===== src/hdl/fpc_defines.svh =====
// Offsets, field positions and reset values of the parameter-page capability slice
// Function
// - Interleave attribute bit 0 is one for overlapped, zero for concurrent interleaving.
// - Attribute bit 2 reports cache program with interleaved programs; host obeys it.
// - Interleave byte present when interleaving supported; sync features when sync supported.
// - Async mode mask: bit n means mode n, bit 0 always one, bits 6-15 zero.
// - Cache-program mode mask uses same encoding; all zero without cache program.
// - Program, erase and read maximum times reported as 16-bit microsecond counts.
// - With sync interface, column change setup is at least turnaround and load times.
// - Sync interface implies at least one sync mode, modes contiguous.
// - Sync mode mask bits 0-3 flag modes 0-3, bits 4-15 read zero.
// - Sync feature bit 1 says typical capacitances valid; host ignores them otherwise.
// - Typical capacitances in 0.1 pF units, 16 bits; maximums one byte in pF.
`ifndef FPC_DEFINES_SVH
`define FPC_DEFINES_SVH

// ----------------------------------------------------------------------
// Byte offsets in the parameter page
// ----------------------------------------------------------------------
`define FPC_OFF_ILV_ATTR     8'h72
`define FPC_OFF_IO_CAP_MAX   8'h80
`define FPC_OFF_ASYNC_MASK   8'h81
`define FPC_OFF_CACHE_MASK   8'h83
`define FPC_OFF_PROG_TIME    8'h85
`define FPC_OFF_ERASE_TIME   8'h87
`define FPC_OFF_READ_TIME    8'h89
`define FPC_OFF_CCS_TIME     8'h8B
`define FPC_OFF_SYNC_MASK    8'h8D
`define FPC_OFF_SYNC_FEAT    8'h8F
`define FPC_OFF_CLK_CAP_TYP  8'h90
`define FPC_OFF_IO_CAP_TYP   8'h92
`define FPC_OFF_IN_CAP_TYP   8'h94
`define FPC_OFF_IN_CAP_MAX   8'h96

// ----------------------------------------------------------------------
// Field positions and masks
// ----------------------------------------------------------------------
`define FPC_ILV_OVERLAP_BIT  0
`define FPC_ILV_NOREST_BIT   1
`define FPC_ILV_CACHE_BIT    2
`define FPC_ILV_ADDRCHG_BIT  3
`define FPC_ASYNC_MODE_MASK  16'h003F
`define FPC_SYNC_MODE_MASK   16'h000F
`define FPC_SYNC_SLOWCAD_BIT 0
`define FPC_SYNC_CAPTYP_BIT  1

// ----------------------------------------------------------------------
// Reset read data value and the always-set async mode 0 bit
// ----------------------------------------------------------------------
`define FPC_RST_DATA         8'h00
`define FPC_RST_MASK16       16'h0001

`endif


===== src/hdl/fpc_pkg.sv =====
// Types for the parameter-page capability slice
package fpc_pkg;
  typedef logic [7:0]  fpc_byte_t;
  typedef logic [15:0] fpc_word_t;
  typedef struct packed {
    fpc_byte_t rdata;
    fpc_word_t async_mask;
    fpc_word_t cache_mask;
    fpc_word_t sync_mask;
    fpc_byte_t ilv_attr;
    fpc_byte_t sync_feat;
    fpc_word_t ccs_time;
  } fpc_state_t;
endpackage

===== src/hdl/fpc_param_fields.sv =====
// Read-only capability fields of the flash parameter page, byte addressed
`timescale 1ns/1ps
`include "fpc_defines.svh"
module fpc_param_fields #(
  parameter logic        ILV_SUPPORTED    = 1'b1,
  parameter logic        ILV_OVERLAPPED   = 1'b1,
  parameter logic        ILV_NO_BLK_REST  = 1'b0,
  parameter logic        ILV_CACHE_OK     = 1'b0,
  parameter logic        ILV_ADDR_CHANGE  = 1'b0,
  parameter logic        CACHE_PROG_IMPL  = 1'b1,
  parameter logic [15:0] ASYNC_MODES      = 16'h003F,
  parameter logic [15:0] CACHE_MODES      = 16'h001F,
  parameter logic [15:0] PROG_TIME_US     = 16'h0258,
  parameter logic [15:0] ERASE_TIME_US    = 16'h0BB8,
  parameter logic [15:0] READ_TIME_US     = 16'h0019,
  parameter logic [15:0] CCS_TIME_NS      = 16'h00C8,
  parameter logic [15:0] TURNAROUND_NS    = 16'h0050,
  parameter logic [15:0] ADDR_LOAD_NS     = 16'h0064,
  parameter logic        SYNC_SUPPORTED   = 1'b1,
  parameter logic [15:0] SYNC_MODES       = 16'h0007,
  parameter logic        SYNC_SLOW_CAD    = 1'b0,
  parameter logic        CAP_TYP_VALID    = 1'b1,
  parameter logic [15:0] CLK_CAP_TYP      = 16'h001F,
  parameter logic [15:0] IO_CAP_TYP       = 16'h001F,
  parameter logic [15:0] IN_CAP_TYP       = 16'h001F,
  parameter logic [7:0]  IO_CAP_MAX_PF    = 8'h05,
  parameter logic [7:0]  IN_CAP_MAX_PF    = 8'h05
) (
  // Clock and reset
  input  wire logic           ref_clk_i,
  input  wire logic           reset_i,
  // Register port
  input  wire logic [7:0]     addr_i,
  input  wire logic [7:0]     wdata_i,
  input  wire logic           wr_i,
  input  wire logic           rd_i,
  output fpc_pkg::fpc_byte_t  rdata_o,
  // Decoded capability flags
  output logic                ilv_overlapped_o,
  output logic                sync_slow_cad_o,
  output logic                cap_typ_valid_o
);
  import fpc_pkg::*;

  // --------------------------------------------------------------------
  // Elaboration checks
  // --------------------------------------------------------------------
  // With sync supported, only contiguous, nonempty sync mode sets are legal
  function automatic logic modes_contiguous(input logic [15:0] m);
    logic [15:0] low;
    low = m & (~m + 16'h0001);
    return (m != 16'h0000) && (((m + low) & m) == 16'h0000);
  endfunction

  if (ASYNC_MODES[0] != 1'b1) begin : g_async_mode0
    $error("async mode 0 must be supported");
  end
  if ((ASYNC_MODES & ~`FPC_ASYNC_MODE_MASK) != 16'h0000) begin : g_async_rsvd
    $error("async mask has reserved bits set");
  end
  if ((CACHE_MODES & ~`FPC_ASYNC_MODE_MASK) != 16'h0000) begin : g_cache_rsvd
    $error("cache mask has reserved bits set");
  end
  if (SYNC_SUPPORTED && !modes_contiguous(SYNC_MODES & `FPC_SYNC_MODE_MASK)) begin : g_sync_rng
    $error("sync modes empty or not contiguous");
  end
  if (SYNC_SUPPORTED && (CCS_TIME_NS < TURNAROUND_NS || CCS_TIME_NS < ADDR_LOAD_NS))
  begin : g_ccs_short
    $error("column change setup shorter than turnaround or load");
  end

  // --------------------------------------------------------------------
  // Field values
  // --------------------------------------------------------------------
  // Fields come from parameters; writes are ignored since the page is read-only
  fpc_state_t st_r;
  fpc_state_t st_nxt;
  fpc_word_t  word_v;
  logic       hi_v;

  always_comb begin
    st_nxt = st_r;
    st_nxt.ilv_attr = 8'h00;
    if (ILV_SUPPORTED) begin
      st_nxt.ilv_attr[`FPC_ILV_OVERLAP_BIT] = ILV_OVERLAPPED;
      st_nxt.ilv_attr[`FPC_ILV_NOREST_BIT]  = ILV_NO_BLK_REST;
      st_nxt.ilv_attr[`FPC_ILV_CACHE_BIT]   = ILV_CACHE_OK;
      st_nxt.ilv_attr[`FPC_ILV_ADDRCHG_BIT] = ILV_ADDR_CHANGE;
    end
    st_nxt.async_mask = (ASYNC_MODES & `FPC_ASYNC_MODE_MASK) | `FPC_RST_MASK16;
    st_nxt.cache_mask = CACHE_PROG_IMPL ? (CACHE_MODES & `FPC_ASYNC_MODE_MASK)
                                        : 16'h0000;
    st_nxt.sync_mask  = SYNC_SUPPORTED ? (SYNC_MODES & `FPC_SYNC_MODE_MASK)
                                       : 16'h0000;
    st_nxt.sync_feat  = 8'h00;
    if (SYNC_SUPPORTED) begin
      st_nxt.sync_feat[`FPC_SYNC_SLOWCAD_BIT] = SYNC_SLOW_CAD;
      st_nxt.sync_feat[`FPC_SYNC_CAPTYP_BIT]  = CAP_TYP_VALID;
    end
    st_nxt.ccs_time = CCS_TIME_NS;

    // Little-endian 16-bit fields: low byte at the printed offset
    word_v = 16'h0000;
    hi_v   = 1'b0;
    unique case (addr_i)
      `FPC_OFF_ASYNC_MASK,   `FPC_OFF_ASYNC_MASK + 8'h01:   word_v = st_r.async_mask;
      `FPC_OFF_CACHE_MASK,   `FPC_OFF_CACHE_MASK + 8'h01:   word_v = st_r.cache_mask;
      `FPC_OFF_PROG_TIME,    `FPC_OFF_PROG_TIME + 8'h01:    word_v = PROG_TIME_US;
      `FPC_OFF_ERASE_TIME,   `FPC_OFF_ERASE_TIME + 8'h01:   word_v = ERASE_TIME_US;
      `FPC_OFF_READ_TIME,    `FPC_OFF_READ_TIME + 8'h01:    word_v = READ_TIME_US;
      `FPC_OFF_CCS_TIME,     `FPC_OFF_CCS_TIME + 8'h01:     word_v = st_r.ccs_time;
      `FPC_OFF_SYNC_MASK,    `FPC_OFF_SYNC_MASK + 8'h01:    word_v = st_r.sync_mask;
      `FPC_OFF_CLK_CAP_TYP,  `FPC_OFF_CLK_CAP_TYP + 8'h01:  word_v = CLK_CAP_TYP;
      `FPC_OFF_IO_CAP_TYP,   `FPC_OFF_IO_CAP_TYP + 8'h01:   word_v = IO_CAP_TYP;
      `FPC_OFF_IN_CAP_TYP,   `FPC_OFF_IN_CAP_TYP + 8'h01:   word_v = IN_CAP_TYP;
      default:                                              word_v = 16'h0000;
    endcase
    hi_v = (addr_i == `FPC_OFF_ASYNC_MASK + 8'h01) || (addr_i == `FPC_OFF_CACHE_MASK + 8'h01)
        || (addr_i == `FPC_OFF_PROG_TIME + 8'h01)  || (addr_i == `FPC_OFF_ERASE_TIME + 8'h01)
        || (addr_i == `FPC_OFF_READ_TIME + 8'h01)  || (addr_i == `FPC_OFF_CCS_TIME + 8'h01)
        || (addr_i == `FPC_OFF_SYNC_MASK + 8'h01)  || (addr_i == `FPC_OFF_CLK_CAP_TYP + 8'h01)
        || (addr_i == `FPC_OFF_IO_CAP_TYP + 8'h01) || (addr_i == `FPC_OFF_IN_CAP_TYP + 8'h01);

    // Read data stands only in the cycle after the strobe
    st_nxt.rdata = 8'h00;
    if (rd_i) begin
      if (addr_i == `FPC_OFF_ILV_ATTR)
        st_nxt.rdata = st_r.ilv_attr;
      else if (addr_i == `FPC_OFF_SYNC_FEAT)
        st_nxt.rdata = st_r.sync_feat;
      else if (addr_i == `FPC_OFF_IO_CAP_MAX)
        st_nxt.rdata = IO_CAP_MAX_PF;
      else if (addr_i == `FPC_OFF_IN_CAP_MAX)
        st_nxt.rdata = IN_CAP_MAX_PF;
      else
        st_nxt.rdata = hi_v ? word_v[15:8] : word_v[7:0];
    end
  end

  // --------------------------------------------------------------------
  // State register
  // --------------------------------------------------------------------
  always_ff @(posedge ref_clk_i) begin
    if (reset_i) begin
      st_r <= '0;
    end else begin
      st_r <= st_nxt;
    end
  end

  assign rdata_o          = st_r.rdata;
  assign ilv_overlapped_o = st_r.ilv_attr[`FPC_ILV_OVERLAP_BIT];
  assign sync_slow_cad_o  = st_r.sync_feat[`FPC_SYNC_SLOWCAD_BIT];
  assign cap_typ_valid_o  = st_r.sync_feat[`FPC_SYNC_CAPTYP_BIT];

endmodule


===== config.mk =====
export PLATFORM = sky130hd
export DESIGN_NAME = fpc_param_fields
export DESIGN_NICKNAME = d
export VERILOG_FILES = /design/src/hdl/fpc_pkg.sv /design/src/hdl/fpc_param_fields.sv
export VERILOG_INCLUDE_DIRS = /design/src /design/src/hdl
export SDC_FILE = /design/constraint.sdc
export NUM_CORES = 1
export LEC_CHECK = 0
export ABC_CLOCK_PERIOD_IN_PS = 1100
export BUFFER_PORTS_ARGS = -buffer_cell sky130_fd_sc_hd__buf_2
export CAP_MARGIN = 20
export CORE_UTILIZATION = 44
export CTS_BUF_LIST = sky130_fd_sc_hd__clkbuf_2
export DETAILED_ROUTE_END_ITERATION = 7
export PLACE_DENSITY_LB_ADDON = 0.15
export SLEW_MARGIN = 40
export SYNTH_ARGS = -nofsm -noshare
export SYNTH_HDL_FRONTEND = slang
export SYNTH_SLANG_ARGS = --single-unit

===== constraint.sdc =====
create_clock -name ref_clk_i -period 1.1 [get_ports ref_clk_i]
set_input_delay 0.055 -clock ref_clk_i [delete_from_list [all_inputs] [get_ports ref_clk_i]]
set_output_delay 0.055 -clock ref_clk_i [all_outputs]
set_load 0.02 [all_outputs]

Yosys cells after proc, flatten, opt, wreduce, memory -nomap -nowiden

Index checks and enable logic that the tools add are counted.

Register bits after elaboration: 88
Bits of input ports: 20
Output and inout bits: 11
Word-level logic and storage cells: 57

Equality and inequality tests: 24
Multiplexer cells: 7
Bitwise operators: 1
Reduce and logical (&&, ||, !) cells: 18

Operator list:

| operator                                       | number |
|---|---|
| == test 8 bit (second input constant)          | 23 |
| case mux 16 bit (8 select lines)               | 1 |
| 2-to-1 mux 70 bit                              | 1 |
| 2-to-1 mux 8 bit                               | 5 |
| OR reduction 2 bit                             | 8 |
| logical OR 1 bit                               | 9 |
| == test 8 x 7 -> 1 bit (second input constant) | 1 |
| OR reduction 6 bit                             | 1 |
| NOT 1 bit                                      | 1 |

Depth between registers and ports, before layout

Gate-level depths: netlist of the first run.

Depth after elaboration: 15
Gate-level depth with buffers: 6
Mapped depth without buffers: 4

Worst setup path before layout of the first run

Ideal clock, no wire load.

Path kind: register -> register
Start point: reg st_r[68] (netlist name)
End point: reg st_r, in the netlist rdata_o[0]
Library setup time: 0.073 ns
Arrival: 1.209 ns
Required time: 1.027 ns
Slack: -0.182 ns
Cell stages (with the launch flop): 5
Path buffers: 1
Clock period less this slack: 1.282 ns
Cell sequence: dfxtp_1 -> buf_2 -> a21boi_0 -> o32a_1 -> o22ai_2

RTL lines:

| item                   | line                    | RTL |
|---|---|---|
| end signal: assignment | fpc_param_fields.sv:147 | `st_r <= st_nxt;` |
| end: declaration       | fpc_param_fields.sv:76  | `fpc_state_t st_r;` |

Worst setup path after layout of the first run

Start point: reg st_r[68] in the netlist's numbering
End point: reg st_r, in the netlist rdata_o[4]

Longest elaborated chain between the ends: 6

Ends and longest elaborated chain:

| item                             | line                    | RTL |
|---|---|---|
| case mux 16 bit (8 select lines) | fpc_param_fields.sv:105 | `unique case (addr_i)` |
| 2-to-1 mux 8 bit                 | fpc_param_fields.sv:136 | `st_nxt.rdata = hi_v ? word_v[15:8] : word_v[7:0];` |
| 2-to-1 mux 8 bit                 | fpc_param_fields.sv:133 | `` else if (addr_i == `FPC_OFF_IN_CAP_MAX) `` |
| 2-to-1 mux 8 bit                 | fpc_param_fields.sv:131 | `` else if (addr_i == `FPC_OFF_IO_CAP_MAX) `` |
| 2-to-1 mux 8 bit                 | fpc_param_fields.sv:129 | `` else if (addr_i == `FPC_OFF_SYNC_FEAT) `` |
| 2-to-1 mux 8 bit                 | fpc_param_fields.sv:127 | `` if (addr_i == `FPC_OFF_ILV_ATTR) `` |

Every way passes these cells.
A chain may end at the register's enable or synchronous reset.

==> flow_summary.json, run 1 <==
{
  "io_buffers": 20,
  "drive_gt1_share_pct": 40.30,
  "seqPwrFrac_pct": 42.4,
  "critPathRequiredTime_ns": 1.23,
  "hold_viol_final": 0,
  "post-dp-hpwl_um": 1353,
  "cts.sinks": 9,
  "start_util_pct": 49.13,
  "placed_area_um2": 958.4,
  "chipWidth_um": 43.96,
  "synth.avg_cell_area_um2": 7.593,
  "r2r_start": "st_r[68]",
  "drv_slew": 0,
  "synth_cells": 102,
  "vias": 811,
  "ctsLongestPathBuffers": 2,
  "cts_inserted_buffers": 3,
  "outcome": "completed",
  "yosysUniqueCellTypes": 44,
  "ys.warnings.count": 0,
  "cp_top_family": "simple AND/OR/NAND/NOR gates",
  "power_uw": 784.6,
  "share_comb_of_total_power_pct": 32.5,
  "startpoint": "st_r[68]",
  "yosys.area_share.adder_pct": 0,
  "grt_usage_pct": 20.44,
  "cts_root_buf": "clkbuf_2",
  "syn_area_um2": 774.5,
  "drtIter0Drc": 22,
  "max_stage_delay_ns": 0.38,
  "p_clk_share_pct": 25.1,
  "finalNonFillerCells": 150,
  "cts_tree": "done",
  "cp_max_fo": 7,
  "final_common_cell": "buf_2",
  "critical_path_class": "register to register",
  "synth-edff-count": 0,
  "synth_seq_cells": 9,
  "internal-power_uw": 549.1,
  "grt_pass1_vias": 720,
  "drc_errors": 0,
  "path_cells": "nor3_1 > a22oi_1 > nor2_1 > and3b_1",
  "fin_skew_ns": 0.008388,
  "grt_pass1_wl_um": 3015,
  "period_share_pct": 94.52,
  "synth.area.mux_share_pct": 1.292,
  "die-area_um2": 1932,
  "synth_nets": 122,
  "dp_cells": 144,
  "core_area_um2": 1577,
  "ios": 31,
  "cellLeakagePower_uw": 0.0004365,
  "worstPathArrival_ns": 1.17,
  "clkTransAtPathRegs_ns": 0.09,
  "hold_path.class": "input pin to register",
  "area_growth_pct": 30.05,
  "fin_area_um2": 1007,
  "cap_violations": 0,
  "wirelength_um": 1765,
  "ir_drop_v": 0.0003516,
  "drt-pass1-iter-count": 6,
  "setup.worst_path.end_class": "register",
  "grt_overflow": 0,
  "rows": 14,
  "antenna_found_initial": 0,
  "synthSimpleGateAreaFrac_pct": 35.06,
  "synth-compound-area-share_pct": 27.63,
  "synth_top_family_by_area": "simple AND/OR/NAND/NOR gates",
  "gp_congestion": 0.8109,
  "slowest_stage": "dfxtp_4",
  "seq_area_frac_synth_pct": 23.26,
  "min-delay-start": "rd_i",
  "synth_xor_area_share_pct": 1.131,
  "path_buf_inv": 0,
  "ant_nets": 0,
  "layout_common_cells": "20 x buf_2, 18 x buf_4, 9 x a21oi_1, 8 x dfxtp_1, 7 x nor2_1",
  "post_drt_wl_per_cell_um": 11.77,
  "p_sw_uw": 235.4,
  "final_nets": 155,
  "die_h_um": 43.96,
  "swShare_pct": 30.01,
  "setup_tns_ns": 0,
  "grt_max_degree": 14,
  "clock_latency_ns": 0.23,
  "cts_max_level": 1,
  "synthFlopType": "dfxtp_1",
  "layout_min_cycle_time_ns": 1.040,
  "finalSetupViolations": 0,
  "synthArstFlopShare_pct": 0,
  "power-per-cell-area_nw_per_um2": 778.9,
  "diodes": 0,
  "via_per_inst": 5.407,
  "fmaxAchievable_mhz": 961.8,
  "startpoint_type": "register"
}
[flip-flops by register name, indices dropped and copies added, names as in the netlist]
signal and cells:
rdata_o 8, st_r 1
[final timing paths]
path                 to  slack (ns)  cells after the start
max          rdata_o[4]        0.06                      4
min          rdata_o[0]        0.12                      3
max reg2reg  rdata_o[4]        0.06                      4
min reg2reg  rdata_o[1]        0.74                      3
[area by class of cell]
type | count | area (um2)
repair buffers | 40 | 256.5
inverters | 3 | 11.26
clock buffers | 4 | 20.02
multi-input cells | 78 | 515.5
flip-flops and latches | 9 | 183.9
well taps | 16 | 20.02
fillers | 153 | 569.3
[cells in the mapped netlist (2+ instances only)]
library cell | count | area [um2]
nand3b_1 | 3 | 22.52
a211oi_1 | 3 | 22.52
a21boi_0 | 2 | 15.01
o32a_1 | 2 | 20.02
buf_2 | 6 | 30.03
o21ai_0 | 4 | 20.02
nand2b_1 | 2 | 12.51
nand3_1 | 5 | 25.02
nand2_1 | 4 | 15.01
dfxtp_1 | 9 | 180.2
nor3_1 | 4 | 20.02
nor2_1 | 7 | 26.28
inv_1 | 3 | 11.26
or3b_4 | 2 | 22.52
o2bb2ai_1 | 2 | 17.52
and2_1 | 5 | 31.28
a21oi_1 | 9 | 45.04
buf_4 | 4 | 30.03
[per-stage QoR]
| stage | setup slack [ns] | hold slack (ns) | util, % |
|---|---|---|---|
| after floorplan | 0.006003 | 0.1107 | - |
| after global placement | -0.08636 | 0.2098 | 60.79 |
| after detailed placement | -0.09864 | 0.2138 | 60.79 |
| after CTS | 0.02293 | 0.1240 | 62.70 |
| after global routing | -0.001302 | 0.1502 | 63.89 |
| final | 0.06026 | 0.1247 | 63.89 |
[worst min-delay path, delay by kind of cell]
family,cells,cell delay [ns]
buffers and inverters,1,0.08
AOI/OAI and AO/OA,1,0.10
and+or+nand+nor,1,0.08
[repair_timing]
| action | CTS | global route |
|---|---|---|
| hold buffers | 1 | 0 |
| resized for setup | 0 | 6 |
| endpoints found under the setup margin | 0 | 5 |
| buffers inserted | 0 | 1 |
| endpoints found under the hold margin | 1 | 0 |
[per-layer routing]
metal	track usage [%]	vias to the layer above	part of all wire, %
li1	-	435	-
met1	28.57	358	50
met2	33.13	18	47
met3	1.250	0	2.6
met4	7.273	0	0
met5	0	-	0
[logic make-up after synthesis]
group                     count (synthesis)
DFF                                       9
other                                     1
and+or+nand+nor                          44
buffers and inverters                    15
AOI/OAI and AO/OA                        31
muxes                                     1
xor gates and xnor gates                  1
[power by group through the flow]
stage / Clock, uW / Combinational [uW] / Sequential (uW)
after detailed placement: 0 / 240 / 342
after global routing: 213 / 282 / 334
after CTS: 198 / 243 / 334
after global placement: 0 / 238 / 342
final: 197 / 255 / 333
after floorplan: 0 / 160 / 343
Power figures use the tool's default switching activity.
==> inputs of run 2 (changes only) <==
--- a/config.mk
+++ b/config.mk
@@ -6,10 +6,10 @@
 export SDC_FILE = /design/constraint.sdc
 export NUM_CORES = 1
 export LEC_CHECK = 0
-export ABC_CLOCK_PERIOD_IN_PS = 1100
+export ABC_CLOCK_PERIOD_IN_PS = 1250
 export BUFFER_PORTS_ARGS = -buffer_cell sky130_fd_sc_hd__buf_2
 export CAP_MARGIN = 20
-export CORE_UTILIZATION = 44
+export CORE_UTILIZATION = 53
 export CTS_BUF_LIST = sky130_fd_sc_hd__clkbuf_2
 export DETAILED_ROUTE_END_ITERATION = 7
 export PLACE_DENSITY_LB_ADDON = 0.15
==> constraint.sdc (replaced) <==
create_clock -name ref_clk_i -period 1.25 [get_ports ref_clk_i]
set_input_delay 0.0625 -clock ref_clk_i [delete_from_list [all_inputs] [get_ports ref_clk_i]]
set_output_delay 0.0625 -clock ref_clk_i [all_outputs]
set_load 0.02 [all_outputs]
==> run 2 against run 1 <==
Final area down 8.0%. Non-clock buffer count down 11. Critical path type is now input pin to register. Highest routed layer is now met4. Count of clock-buffer cells in the layout unchanged. Power down 14%. Sequential cell count unchanged. Critical endpoint is now rdata_o[1]. Die area down 16%. Combinational power down 23%.
==> flow_summary.json, run 2 (synthesis gave the netlist of run 1 again) <==
{
  "outcome": "completed",
  "cts.sinks": 9,
  "hold_path.class": "input pin to register",
  "r2r_start": "st_r[68]",
  "critPathRequiredTime_ns": 1.40,
  "power_uw": 672.1,
  "fmaxAchievable_mhz": 848.8,
  "finalSetupViolations": 0,
  "cts_inserted_buffers": 3,
  "rrSetupSlack_ns": 0.10,
  "largest_register_ffs": 8,
  "grt_overflow": 0,
  "clock_latency_ns": 0.24,
  "pre_cts_ws_ns": -0.03890,
  "cts_tree": "done",
  "clkTransAtPathRegs_ns": 0.08,
  "vias": 801,
  "power-per-cell-area_nw_per_um2": 724.9,
  "layout_common_cells": "20 x buf_2, 9 x a21oi_1, 8 x buf_4, 8 x dfxtp_1, 7 x nor2_1",
  "grt_pass1_vias": 672,
  "period_share_pct": 94.25,
  "post-dp-hpwl_um": 1248,
  "setup.worst_path.end_class": "register",
  "cap_violations": 0,
  "grt_pass1_wl_um": 2870,
  "die-area_um2": 1618,
  "area_growth_pct": 19.71,
  "rsz0062_at_grt": "false",
  "setup_tns_ns": 0,
  "final_common_cell": "buf_2",
  "cp_max_fo": 5,
  "antenna_found_initial": 0,
  "grt_max_degree": 16,
  "layout_min_cycle_time_ns": 1.178,
  "drtIter0Drc": 54,
  "rows": 13,
  "cts_root_buf": "clkbuf_2",
  "dp_cells": 133,
  "regArea_um2": 181.4,
  "final_nets": 144,
  "min-delay-start": "rd_i",
  "drv_slew": 0,
  "via_per_inst": 5.804,
  "cellLeakagePower_uw": 0.0003851,
  "startpoint": "reset_i",
  "drc_errors": 0,
  "core_area_um2": 1334,
  "post_drt_wl_per_cell_um": 13.07,
  "io_buffers": 20,
  "ctsLongestPathBuffers": 2,
  "ir_drop_v": 0.0002797,
  "chipWidth_um": 40.23,
  "finalNonFillerCells": 138,
  "fin_ws_ns": 0.07183,
  "fin_skew_ns": 0.003977,
  "diodes": 0,
  "critical_path_class": "input pin to register",
  "gp_congestion": 0.8761,
  "ant_nets": 0,
  "grt_usage_pct": 26.11,
  "ios": 31,
  "drive_gt1_share_pct": 34.96,
  "multi_input_area_um2": 525.5,
  "cts_max_level": 1,
  "drt-pass1-iter-count": 4,
  "startpoint_type": "input pin",
  "start_util_pct": 58.07,
  "n_fill_cell": 110,
  "die_h_um": 40.23,
  "worstPathArrival_ns": 1.33,
  "wirelength_um": 1804,
  "hold_viol_final": 0
}
[run 2: layer usage]
| metal | share of wire [%] | track usage, % | routed length, um | up-vias |
|---|---|---|---|---|
| li1 | - | - | - | 411 |
| met1 | 44 | 34.43 | 791 | 350 |
| met2 | 48 | 41.53 | 868 | 35 |
| met3 | 6.2 | 3.333 | 112 | 5 |
| met4 | 1.8 | 12.50 | 32 | 0 |
| met5 | 0 | 0 | 0 | - |
[run 2: repair_timing]
action / in CTS / in global routing
hold buffers: 1 / 0
endpoints found under the hold margin: 1 / 0
gates resized for setup: 0 / 3
setup endpoints to repair: 0 / 6
setup buffers: 0 / 0
[run 2: power by group]
part           internal, uW  switching (uW)  leakage [uW]
Sequential              290            7.07     0.0000729
Combinational          86.7             111      0.000296
Clock                  85.1            92.6     0.0000166
[run 2: critical path: stages]
cell and delay [ns]:
dlygate4sd3_1 0.52, buf_2 0.13, nand2b_4 0.16, nor2_4 0.18
o21ai_2 0.08, a211oi_1 0.21
[run 2: final timing paths]
path,to,cells past startpoint
worst max-delay path,rdata_o[1],6
worst max register to register,rdata_o[4],4
worst min-delay path,rdata_o[0],3
worst min register to register,rdata_o[1],2
[run 2: metrics by stage]
step | instance area, um2 | utilization (%) | hold slack [ns]
after floorplan | 775.7 | - | 0.1190
after global placement | 879.6 | 65.95 | 0.2171
after detailed placement | 879.6 | 65.95 | 0.2183
after CTS | 909.6 | 68.20 | 0.1297
after global routing | 927.1 | 69.51 | 0.1174
final | 927.1 | 69.51 | 0.1291
[run 2: area by class of cell]
class / instances / share of cell area [%]
sequential: 9 / 19.57
tap: 15 / 2.024
timing repair buffer: 29 / 18.35
clock buffer: 4 / 2.159
multi-input combinational: 78 / 56.68
inverter: 3 / 1.215
